File: src/lpmrs_pkg.sv
// constants for the low-power mode and reset sequencer
package lpmrs_pkg;

  // ***********************************************************
  // clock and timing
  // ***********************************************************
  localparam int CLK_PERIOD_NS = 100;
  localparam int PWRUP_T0_US = 140;
  localparam int PWRUP_T1_US = 4500;
  localparam int PWRUP_T2_US = 18000;
  localparam int PWRUP_T3_US = 72000;
  localparam int PWRUP_T4_US = 288000;
  localparam int PWRUP_T0_CYC = (PWRUP_T0_US * 1000 + CLK_PERIOD_NS - 1)
                                / CLK_PERIOD_NS;
  localparam int PWRUP_T1_CYC = (PWRUP_T1_US * 1000 + CLK_PERIOD_NS - 1)
                                / CLK_PERIOD_NS;
  localparam int PWRUP_T2_CYC = (PWRUP_T2_US * 1000 + CLK_PERIOD_NS - 1)
                                / CLK_PERIOD_NS;
  localparam int PWRUP_T3_CYC = (PWRUP_T3_US * 1000 + CLK_PERIOD_NS - 1)
                                / CLK_PERIOD_NS;
  localparam int PWRUP_T4_CYC = (PWRUP_T4_US * 1000 + CLK_PERIOD_NS - 1)
                                / CLK_PERIOD_NS;
  localparam int CNT_W = 22;
  localparam logic [CNT_W-1:0] WAKE_XTAL_CYC = 22'h000200;
  localparam logic [CNT_W-1:0] WAKE_RC_CYC = 22'h000010;
  localparam logic [CNT_W-1:0] SETTLE_SHORT_CYC = 22'h000001;
  localparam logic [CNT_W-1:0] SETTLE_LONG_CYC = 22'h000010;

  // ***********************************************************
  // register map (byte addresses)
  // ***********************************************************
  localparam int ADDR_W = 8;
  localparam logic [7:0] ADDR_OSC_CTRL = 8'h00;
  localparam logic [7:0] ADDR_STATUS = 8'h04;
  localparam logic [7:0] ADDR_TIMER_EN = 8'h08;
  localparam logic [7:0] ADDR_CONFIG = 8'h0c;
  localparam logic [7:0] ADDR_STATE = 8'h10;
  localparam logic [7:0] ADDR_RELOAD_BASE = 8'h20;
  localparam int NUM_TIMERS = 4;
  localparam int TMR_W = 10;

  // oscillator_control_reg fields
  localparam int OSC_SEL_BIT = 0;
  localparam int OSC_STOP_BIT = 1;
  localparam int OSC_MODE_LO = 2;
  localparam logic OSC_SEL_RST = 1'h1;
  // status fields
  localparam int STAT_PD_BIT = 3;
  localparam int STAT_TO_BIT = 4;
  // config fields
  localparam int CFG_XTAL_BIT = 3;
  localparam int CFG_GIE_BIT = 4;
  localparam logic [2:0] CFG_PWRUP_RST = 3'h0;

  // operating_mode_field encodings
  localparam logic [1:0] MODE_RUN = 2'h0;
  localparam logic [1:0] MODE_HALT = 2'h1;
  localparam logic [1:0] MODE_STANDBY = 2'h2;

  typedef enum logic [6:0] {
    ST_RESET   = 7'h01,
    ST_PWRUP   = 7'h02,
    ST_SETTLE  = 7'h04,
    ST_RUN     = 7'h08,
    ST_STANDBY = 7'h10,
    ST_HALT    = 7'h20,
    ST_WAKE    = 7'h40
  } lpmrs_state_t;

endpackage : lpmrs_pkg

File: src/lpmrs_top.sv
// low-power mode and reset sequencer with avalon-mm register slave
//
// Function
// - mode field 10 enters standby
// - stop bit stops high osc only if slow selected
// - enabled timers count, expiry wakes standby
// - standby halts cpu, low osc runs
// - standby wakes on any peripheral event
// - resume normal or slow by select bit
// - sleep instruction or mode 01 enters halt
// - halt entry clears pd, sets to, clears watchdog
// - halt stops cpu, peripherals, both oscillators
// - halt wakes on watchdog, port, external only
// - stop bit and halt in one write
// - halt wake waits 512 or 16 cycles
// - standby wake resumes without delay
// - wake vectors to interrupt if enabled
// - por, low voltage, pin, watchdog in run cause reset
// - reset loads defined values, keeps undefined ones
// - por/lvr set flags; pin sets from halt
// - watchdog, sleep, clear-watchdog flag values
// - power-up wait chosen by 3-bit field
// - settle wait 1 or 16 cycles
// - select bit is control bit 0
// - mode field is control bits 3:2
`timescale 1ns/100ps

module lpmrs_top
  import lpmrs_pkg::*;
#(
  parameter int P_PWRUP_T1_CYC = PWRUP_T1_CYC,
  parameter int P_PWRUP_T2_CYC = PWRUP_T2_CYC,
  parameter int P_PWRUP_T3_CYC = PWRUP_T3_CYC,
  parameter int P_PWRUP_T4_CYC = PWRUP_T4_CYC
)
(
  input wire logic i_clk_sys,
  input wire logic i_rstn,
  input wire logic [ADDR_W-1:0] i_address,
  input wire logic i_read,
  input wire logic i_write,
  input wire logic [31:0] i_writedata,
  input wire logic [3:0] i_byteenable,
  output logic [31:0] o_readdata,
  output logic o_waitrequest,
  input wire logic i_por_detect,
  input wire logic i_low_voltage_reset,
  input wire logic i_reset_pin_n,
  input wire logic i_sleep_instr,
  input wire logic i_watchdog_clear_instr,
  input wire logic i_wdt_timeout,
  input wire logic i_port_change,
  input wire logic i_ext_int,
  input wire logic i_lvd_event,
  input wire logic i_cmp_change,
  input wire logic i_adc_eoc,
  output logic o_sys_reset,
  output logic o_cpu_run,
  output logic o_high_osc_en,
  output logic o_low_osc_en,
  output logic o_sys_clk_high,
  output logic o_periph_en,
  output logic [NUM_TIMERS-1:0] o_timer_run,
  output logic o_wdt_clear,
  output logic o_int_vector
);

  // ***********************************************************
  // reset release and pin synchronisers
  // ***********************************************************
  logic rst_meta;
  logic rst_n;
  logic [2:0] pin_meta;
  logic [2:0] pin_sync;

  always_ff @(posedge i_clk_sys or negedge i_rstn)
  begin
    if (!i_rstn)
    begin
      rst_meta <= 1'b0;
      rst_n <= 1'b0;
    end
    else
    begin
      rst_meta <= 1'b1;
      rst_n <= rst_meta;
    end
  end

  always_ff @(posedge i_clk_sys or negedge rst_n)
  begin
    if (!rst_n)
    begin
      pin_meta <= 3'h3;
      pin_sync <= 3'h3;
    end
    else
    begin
      pin_meta <= {i_reset_pin_n, i_low_voltage_reset, i_por_detect};
      pin_sync <= pin_meta;
    end
  end

  // ***********************************************************
  // state and event decode
  // ***********************************************************
  lpmrs_state_t state;
  lpmrs_state_t next_state;
  logic [1:0] op_mode;
  logic clk_sel_high;
  logic high_osc_stop;
  logic power_down_flag;
  logic timeout_flag;
  logic [NUM_TIMERS-1:0] timer_en;
  logic [2:0] pwrup_sel;
  logic xtal_mode;
  logic gie;
  logic [TMR_W-1:0] timer_reload [NUM_TIMERS];
  logic [TMR_W-1:0] timer_count [NUM_TIMERS];
  logic [NUM_TIMERS-1:0] timer_expired;
  logic [CNT_W-1:0] cnt;
  logic [CNT_W-1:0] pwrup_cyc;
  logic reset_hold;
  logic reset_evt;
  logic enter_halt;
  logic enter_standby;
  logic wake_halt;
  logic wake_standby;
  logic wr_acc;
  logic [ADDR_W-1:0] reload_addr [NUM_TIMERS];

  assign reset_hold = pin_sync[0] | pin_sync[1] | ~pin_sync[2];
  assign reset_evt = reset_hold | (i_wdt_timeout && state == ST_RUN);
  // halt entry by instruction or mode write
  assign enter_halt = state == ST_RUN &&
                      (i_sleep_instr || op_mode == MODE_HALT);
  assign enter_standby = state == ST_RUN && !i_sleep_instr &&
                         op_mode == MODE_STANDBY;
  assign wake_halt = state == ST_HALT &&
                     (i_wdt_timeout || i_port_change || i_ext_int);
  assign wake_standby = state == ST_STANDBY &&
                        (|timer_expired || i_wdt_timeout ||
                         i_port_change || i_ext_int || i_lvd_event ||
                         i_cmp_change || i_adc_eoc);
  assign wr_acc = i_write && !o_waitrequest;

  always_comb
  begin
    case (pwrup_sel)
      3'h0: pwrup_cyc = CNT_W'(PWRUP_T0_CYC);
      3'h1: pwrup_cyc = CNT_W'(P_PWRUP_T1_CYC);
      3'h2: pwrup_cyc = CNT_W'(P_PWRUP_T2_CYC);
      3'h3: pwrup_cyc = CNT_W'(P_PWRUP_T3_CYC);
      default: pwrup_cyc = CNT_W'(P_PWRUP_T4_CYC);
    endcase
  end

  always_comb
  begin
    next_state = state;
    case (state)
      ST_RESET:
        if (!reset_hold)
          next_state = ST_PWRUP;
      ST_PWRUP:
        if (cnt == '0)
          next_state = ST_SETTLE;
      ST_SETTLE:
        if (cnt == '0)
          next_state = ST_RUN;
      ST_RUN:
        if (enter_halt)
          next_state = ST_HALT;
        else if (enter_standby)
          next_state = ST_STANDBY;
      ST_STANDBY:
        if (wake_standby)
          next_state = ST_RUN;
      ST_HALT:
        if (wake_halt)
          next_state = ST_WAKE;
      ST_WAKE:
        if (cnt == '0)
          next_state = ST_RUN;
      default: next_state = ST_RESET;
    endcase
    if (reset_evt)
      next_state = ST_RESET;
  end

  always_ff @(posedge i_clk_sys or negedge rst_n)
  begin
    if (!rst_n)
      state <= ST_RESET;
    else
      state <= next_state;
  end

  // ***********************************************************
  // wait counter
  // ***********************************************************
  always_ff @(posedge i_clk_sys or negedge rst_n)
  begin
    if (!rst_n)
      cnt <= '0;
    else if (state == ST_RESET)
      cnt <= pwrup_cyc - 1'b1;
    else if (state == ST_PWRUP && cnt == '0)
      cnt <= ((pwrup_sel == 3'h0) ? SETTLE_SHORT_CYC : SETTLE_LONG_CYC)
             - 1'b1;
    else if (wake_halt)
      cnt <= (xtal_mode ? WAKE_XTAL_CYC : WAKE_RC_CYC) - 1'b1;
    else if (cnt != '0)
      cnt <= cnt - 1'b1;
  end

  // ***********************************************************
  // software registers
  // ***********************************************************
  always_ff @(posedge i_clk_sys or negedge rst_n)
  begin
    if (!rst_n)
    begin
      op_mode <= MODE_RUN;
      clk_sel_high <= OSC_SEL_RST;
      high_osc_stop <= 1'b0;
      timer_en <= '0;
      gie <= 1'b0;
    end
    else if (reset_evt)
    begin
      op_mode <= MODE_RUN;
      clk_sel_high <= OSC_SEL_RST;
      high_osc_stop <= 1'b0;
      timer_en <= '0;
      gie <= 1'b0;
    end
    else
    begin
      if (wake_standby || (state == ST_WAKE && cnt == '0))
        op_mode <= MODE_RUN;
      // stop bit and mode in one write
      else if (wr_acc && i_address == ADDR_OSC_CTRL && i_byteenable[0])
      begin
        clk_sel_high <= i_writedata[OSC_SEL_BIT];
        high_osc_stop <= i_writedata[OSC_STOP_BIT];
        op_mode <= i_writedata[OSC_MODE_LO +: 2];
      end
      if (wr_acc && i_address == ADDR_TIMER_EN && i_byteenable[0])
        timer_en <= i_writedata[NUM_TIMERS-1:0];
      if (wr_acc && i_address == ADDR_CONFIG && i_byteenable[0])
        gie <= i_writedata[CFG_GIE_BIT];
    end
  end

  // power-up select and crystal mode fields keep their value across reset events
  always_ff @(posedge i_clk_sys or negedge rst_n)
  begin
    if (!rst_n)
    begin
      pwrup_sel <= CFG_PWRUP_RST;
      xtal_mode <= 1'b0;
    end
    else if (wr_acc && i_address == ADDR_CONFIG && i_byteenable[0])
    begin
      pwrup_sel <= i_writedata[2:0];
      xtal_mode <= i_writedata[CFG_XTAL_BIT];
    end
  end

  // ***********************************************************
  // timeout and power-down flags
  // ***********************************************************
  always_ff @(posedge i_clk_sys or negedge rst_n)
  begin
    if (!rst_n)
    begin
      timeout_flag <= 1'b1;
      power_down_flag <= 1'b1;
    end
    else if (pin_sync[0] || pin_sync[1])
    begin
      timeout_flag <= 1'b1;
      power_down_flag <= 1'b1;
    end
    // reset pin only counts from halt
    else if (!pin_sync[2])
    begin
      if (state == ST_HALT)
      begin
        timeout_flag <= 1'b1;
        power_down_flag <= 1'b1;
      end
    end
    else if (i_wdt_timeout && state == ST_RUN)
    begin
      timeout_flag <= 1'b0;
      power_down_flag <= 1'b1;
    end
    else if (i_wdt_timeout && state == ST_HALT)
    begin
      timeout_flag <= 1'b0;
      power_down_flag <= 1'b0;
    end
    else if (enter_halt)
    begin
      timeout_flag <= 1'b1;
      power_down_flag <= 1'b0;
    end
    else if (i_watchdog_clear_instr && state == ST_RUN)
    begin
      timeout_flag <= 1'b1;
      power_down_flag <= 1'b1;
    end
  end

  // ***********************************************************
  // wake-up timers
  // ***********************************************************
  genvar gi;
  generate
    for (gi = 0; gi < NUM_TIMERS; gi++)
    begin : g_tmr
      assign reload_addr[gi] = ADDR_RELOAD_BASE + ADDR_W'(gi * 4);

      always_ff @(posedge i_clk_sys or negedge rst_n)
      begin
        if (!rst_n)
          timer_reload[gi] <= '0;
        else if (wr_acc && i_address == reload_addr[gi])
        begin
          if (i_byteenable[0])
            timer_reload[gi][7:0] <= i_writedata[7:0];
          if (i_byteenable[1])
            timer_reload[gi][9:8] <= i_writedata[9:8];
        end
      end

      // enabled timer counts in run and standby
      always_ff @(posedge i_clk_sys or negedge rst_n)
      begin
        if (!rst_n)
        begin
          timer_count[gi] <= '0;
          timer_expired[gi] <= 1'b0;
        end
        else if (timer_en[gi] &&
                 (state == ST_RUN || state == ST_STANDBY))
        begin
          timer_expired[gi] <= timer_count[gi] == '0;
          if (timer_count[gi] == '0)
            timer_count[gi] <= timer_reload[gi];
          else
            timer_count[gi] <= timer_count[gi] - 1'b1;
        end
        else
          timer_expired[gi] <= 1'b0;
      end
    end
  endgenerate

  // ***********************************************************
  // registered outputs
  // ***********************************************************
  always_ff @(posedge i_clk_sys or negedge rst_n)
  begin
    if (!rst_n)
    begin
      o_sys_reset <= 1'b1;
      o_cpu_run <= 1'b0;
      o_high_osc_en <= 1'b1;
      o_low_osc_en <= 1'b1;
      o_sys_clk_high <= OSC_SEL_RST;
      o_periph_en <= 1'b0;
      o_timer_run <= '0;
      o_wdt_clear <= 1'b0;
      o_int_vector <= 1'b0;
    end
    else
    begin
      o_sys_reset <= state == ST_RESET || state == ST_PWRUP ||
                     state == ST_SETTLE;
      o_cpu_run <= state == ST_RUN;
      o_sys_clk_high <= clk_sel_high;
      o_low_osc_en <= state != ST_HALT;
      // stop honoured only in slow mode
      o_high_osc_en <= state != ST_HALT &&
                       !(high_osc_stop && !clk_sel_high);
      o_periph_en <= state == ST_RUN || state == ST_STANDBY;
      o_timer_run <= (state == ST_RUN || state == ST_STANDBY) ?
                     timer_en : '0;
      o_wdt_clear <= enter_halt ||
                     (i_watchdog_clear_instr && state == ST_RUN);
      o_int_vector <= gie && (wake_standby ||
                      (state == ST_WAKE && cnt == '0 && !reset_evt));
    end
  end

  // ***********************************************************
  // avalon-mm slave: one wait cycle per access
  // ***********************************************************
  always_ff @(posedge i_clk_sys or negedge rst_n)
  begin
    if (!rst_n)
    begin
      o_waitrequest <= 1'b1;
      o_readdata <= '0;
    end
    else if ((i_read || i_write) && o_waitrequest)
    begin
      o_waitrequest <= 1'b0;
      o_readdata <= '0;
      if (i_read)
      begin
        case (i_address)
          ADDR_OSC_CTRL:
            o_readdata[3:0] <= {op_mode, high_osc_stop, clk_sel_high};
          ADDR_STATUS:
            o_readdata[STAT_TO_BIT:STAT_PD_BIT] <=
              {timeout_flag, power_down_flag};
          ADDR_TIMER_EN: o_readdata[NUM_TIMERS-1:0] <= timer_en;
          ADDR_CONFIG: o_readdata[4:0] <= {gie, xtal_mode, pwrup_sel};
          ADDR_STATE: o_readdata[6:0] <= state;
          reload_addr[0]: o_readdata[TMR_W-1:0] <= timer_reload[0];
          reload_addr[1]: o_readdata[TMR_W-1:0] <= timer_reload[1];
          reload_addr[2]: o_readdata[TMR_W-1:0] <= timer_reload[2];
          reload_addr[3]: o_readdata[TMR_W-1:0] <= timer_reload[3];
          default: o_readdata <= '0;
        endcase
      end
    end
    else
      o_waitrequest <= 1'b1;
  end

endmodule : lpmrs_top

File: config.mk
export PLATFORM = sky130hd
export DESIGN_NAME = lpmrs_top
export DESIGN_NICKNAME = d
export VERILOG_FILES = /design/src/lpmrs_pkg.sv /design/src/lpmrs_top.sv
export SDC_FILE = /design/constraint.sdc
export NUM_CORES = 1
export LEC_CHECK = 0
export BUFFER_PORTS_ARGS = -buffer_cell sky130_fd_sc_hd__buf_2
export CORE_UTILIZATION = 35
export CTS_BUF_LIST = sky130_fd_sc_hd__clkbuf_4 sky130_fd_sc_hd__clkbuf_8
export CTS_CLUSTER_SIZE = 16
export DETAILED_ROUTE_END_ITERATION = 6
export HOLD_SLACK_MARGIN = 0.08
export PLACE_DENSITY = 0.54
export SLEW_MARGIN = 20
export SYNTH_ARGS = -nofsm -noshare
export SYNTH_HDL_FRONTEND = slang
export SYNTH_SLANG_ARGS = --single-unit
File: constraint.sdc
create_clock -name i_clk_sys -period 6.6 [get_ports i_clk_sys]
set_input_delay 0.66 -clock i_clk_sys [delete_from_list [all_inputs] [get_ports i_clk_sys]]
set_output_delay 0.66 -clock i_clk_sys [all_outputs]
set_load 0.005 [all_outputs]
==> impl_metrics.yaml <==
logic_synthesis:
  synth_seq_cells: 159
  syn_area_sq_um: 8420
  yosys_warnings: 0
  synth_cells: 850
  synth-edff-count: 0
  ys_async_sr_fraction: 1.00
  ys_types: 76
  synth_flop_cell: "dfrtp_1"
  synth-seq-area-share: 0.474
  avgSynthCellArea_sq_um: 9.91
floorplan:
  core-area_sq_um: 23500
  dieArea_sq_um: 24700
  die_x_um: 157
  io_pins: 104
  die_h_um: 157
  rows: 56
  start_util: 0.358
setup_path:
  startpoint: "state[6]"
  criticalPathCategory: "register to register"
  r2r_start: "state[6]"
  worstSetupStartpointType: "register"
  rrSetupSlack_ns: 3.68
  crit_fanout: 12
  r2r_end: "cnt[5]"
  cpPeakStageDelay_ns: 0.64
  path_cells: "nor2_1 > and3_1 > inv_2 > nor2_2 > nor3_1 > buf_4 > nor3_1"
  reg2reg_depth: 7
  cp_data_required_time_ns: 6.97
  end_kind: "register"
  path_buf_inv: 2
  cp_common_cell: "nor3_1"
  slowest_stage: "nor2_1"
  cp_top_family: "simple AND/OR/NAND/NOR gates"
  critical_path_arrival_ns: 3.29
global_routing:
  grt_pass1_vias: 6024
  grt_usage: 0.183
  grt_max_degree: 66
  antenna_found_initial: 2
  grt_pass1_wl_mm: 34.1
  grt-ovfl-total: 0
timing:
  max_slew_margin: 0.447
  rsz0062_at_grt: "false"
  fin_crit_ns: 2.92
  period_share: 0.443
  max_freq_mhz: 342
  worst_pin_slew_ns: 0.830
  setup_viol: 0
  fin_skew_ns: 0.0141
  setup_slack_ns: 3.68
  hold_viol: 0
  slew_violations: 0
  tns_ns: 0
layout:
  multi_input_area_sq_um: 4070
  final_util: 0.397
  nFillCells: 2373
  drive_gt1_frac: 0.209
  fin_area_sq_um: 9350
  finalNetCount: 963
  area_growth_pct: 11.0
  ff_latch_area_sq_um: 4000
drt:
  drt-vias-per-instance: 5.28
  wire_per_inst_um: 17.5
  drtIter0Drc: 445
  route.detailed.drc: 0
  vias: 6494
  drt_wl_total_mm: 21.5
  first_pass_iters: 5
  postRouteAntennaNets: 0
clock_network:
  cts_resized: 0
  cts_buffer_depth: 2
  htree_levels: 4
  cts_num_sinks: 159
  cts_tree: "built"
  cts.clk_slew.worst_paths_ns: 0.08
  root_buffer: "clkbuf_8"
  cts_made_buffers: 17
  insertion_delay_ns: 0.47
worst_hold_path:
  worst_hold_startpoint: "i_por_detect"
  hold_depth: 1
  worstHoldPathType: "input pin to register"
  whs_endpoint: "pin_meta[0]"
pwr:
  comb_power_share: 0.059
  p_switching_mw: 0.469
  internal_power_mw: 1.41
  pwr-share-clk: 0.402
  p_seq_frac: 0.539
  p_leak_nw: 4.31
  ir_drop_mv: 0.123
  power_density_nw_per_um2: 201
  swShare: 0.249
placed_design:
  place.gp.congestion: 0.824
  io_buffers: 57
  dp_hpwl_mm: 15.5
  dpl_worst_slack_ns: 3.74
  place_area_sq_um: 8930
status:
  status: "complete, no violations"
flow_run:
  max_cap_violations: 0
## stage by stage
stage	power, mW	instances	hold slack (ns)
after CTS	1.91	1230	0.249
final	1.88	1231	0.282
after global placement	1.15	1197	0.333
after floorplan	1.11	871	0.331
after detailed placement	1.15	1197	0.335
after global routing	1.96	1230	0.253
## cell families (layout without fill, tap and decap cells)
logic type	count (synthesis)	after routing	synth area share
and+or+nand+nor	306	306	0.192
adders and majority gates	6	6	0.00891
buffers and inverters	89	129	0.0513
AOI/OAI and AO/OA	201	201	0.149
DFF	159	159	0.474
xor gates and xnor gates	23	23	0.0239
muxes	64	64	0.0991
other	2	24	0.000892
## cell usage in the layout, fill, tap and decap left out, types with 5 or more instances in the layout
| cell | netlist | layout |
|---|---|---|
| dfstp_2 | 13 | 13 |
| o21ai_1 | 16 | 16 |
| or4_1 | 8 | 8 |
| mux2i_1 | 8 | 8 |
| nand3_1 | 16 | 16 |
| nand4_1 | 6 | 6 |
| o21ai_0 | 44 | 44 |
| nand2b_1 | 7 | 7 |
| or3_1 | 11 | 11 |
| mux2_1 | 8 | 8 |
| and3_1 | 8 | 8 |
| dfrtp_1 | 146 | 145 |
| a22oi_1 | 6 | 6 |
| xor2_1 | 11 | 11 |
| a221oi_1 | 6 | 6 |
| nand2_1 | 71 | 71 |
| nor3_1 | 39 | 39 |
| mux4_2 | 11 | 11 |
| mux2_2 | 37 | 37 |
| nor4_1 | 8 | 8 |
| clkbuf_8 | 0 | 21 |
| nor3b_1 | 5 | 5 |
| o31ai_1 | 8 | 8 |
| o22ai_1 | 9 | 9 |
| conb_1 | 2 | 23 |
| ha_1 | 6 | 6 |
| buf_2 | 12 | 57 |
| inv_1 | 29 | 29 |
| buf_4 | 22 | 6 |
| nor2_1 | 81 | 81 |
| a21oi_1 | 57 | 57 |
| nor3_2 | 5 | 5 |
| nor2b_1 | 7 | 7 |
| xnor2_1 | 12 | 12 |
| a21o_1 | 10 | 10 |
## synth_stat cells, types with 4 or more instances
library cell | number | area [sq um]
a21o_1 | 10 | 75.1
a21oi_1 | 57 | 285
a221oi_1 | 6 | 52.6
a22o_1 | 4 | 35.0
a22oi_1 | 6 | 45.0
a31oi_1 | 4 | 25.0
and3_1 | 8 | 50.1
buf_2 | 12 | 60.1
buf_4 | 22 | 165
clkbuf_1 | 21 | 78.8
dfrtp_1 | 146 | 3650
dfstp_2 | 13 | 342
ha_1 | 6 | 75.1
inv_1 | 29 | 109
inv_2 | 4 | 15.0
mux2_1 | 8 | 90.1
mux2_2 | 37 | 417
mux2i_1 | 8 | 80.1
mux4_2 | 11 | 248
nand2_1 | 71 | 267
nand2b_1 | 7 | 43.8
nand3_1 | 16 | 80.1
nand4_1 | 6 | 37.5
nor2_1 | 81 | 304
nor2b_1 | 7 | 43.8
nor3_1 | 39 | 195
nor3_2 | 5 | 50.1
nor3b_1 | 5 | 37.5
nor4_1 | 8 | 50.1
nor4_2 | 4 | 50.1
o211ai_1 | 4 | 30.0
o21ai_0 | 44 | 220
o21ai_1 | 16 | 80.1
o22a_1 | 4 | 35.0
o22ai_1 | 9 | 56.3
o31ai_1 | 8 | 60.1
or2_1 | 4 | 25.0
or3_1 | 11 | 68.8
or4_1 | 8 | 60.1
xnor2_1 | 12 | 105
xor2_1 | 11 | 96.3
## power groups by stage
stage | Combinational (mW) | Clock [mW] | Sequential [mW]
after floorplan | 0.0720 | 0 | 1.04
after global placement | 0.111 | 0 | 1.04
after detailed placement | 0.112 | 0 | 1.04
after CTS | 0.112 | 0.776 | 1.02
after global routing | 0.125 | 0.820 | 1.02
final | 0.111 | 0.757 | 1.02
## worst register-to-register path, stage by stage (launching register included)
cell     delay (ns)
dfrtp_1        0.55
nor2_1         0.64
and3_1         0.44
inv_2          0.11
nor2_2         0.40
nor3_1         0.23
buf_4          0.23
nor3_1         0.23
## worst max-delay path by stage
stage	to	slack [ns]	cells past startpoint
3_5_place_dp	timer_count[29]	3.74	7
5_1_grt	cnt[5]	3.47	7
3_3_place_gp	timer_count[29]	3.71	7
6_report	cnt[5]	3.68	7
4_1_cts	timer_count[29]	3.72	7
2_1_floorplan	cnt[0]	1.86	0
## routing by layer
layer / wire (um) / vias to the layer above / global-route usage
li1: - / 3129 / -
met4: 380 / 0 / 0.0596
met5: 0 / - / 0
met3: 973 / 23 / 0.0374
met2: 9350 / 160 / 0.269
met1: 10800 / 3182 / 0.266
## sequential cells by signal, summed over array words and instances, names as in the netlist, 2 cells and up
| signal | count |
|---|---|
| o_timer_run | 4 |
| state | 7 |
| cnt | 22 |
| timer_count | 40 |
| timer_en | 4 |
| op_mode | 2 |
| pwrup_sel | 3 |
| pin_meta | 3 |
| timer_reload | 40 |
| pin_sync | 3 |
| timer_expired | 4 |
| o_readdata | 10 |
## layout make-up
| cell class | count | area share |
|---|---|---|
| multi-input cells | 623 | 0.436 |
| flip-flops and latches | 159 | 0.428 |
| well taps | 319 | 0.0427 |
| repair buffers | 64 | 0.0364 |
| clock buffers | 23 | 0.0325 |
| inverters | 33 | 0.0132 |
| clock inverters | 9 | 0.0114 |
| diodes | 1 | 0.000268 |
## timing repair
action / CTS / global route
buffers inserted: 0 / 0
endpoints found under the setup margin: 0 / 0
hold buffers: 1 / 0
endpoints found under the hold margin: 2 / 0
No activity file was read; power rests on OpenSTA's default activity.
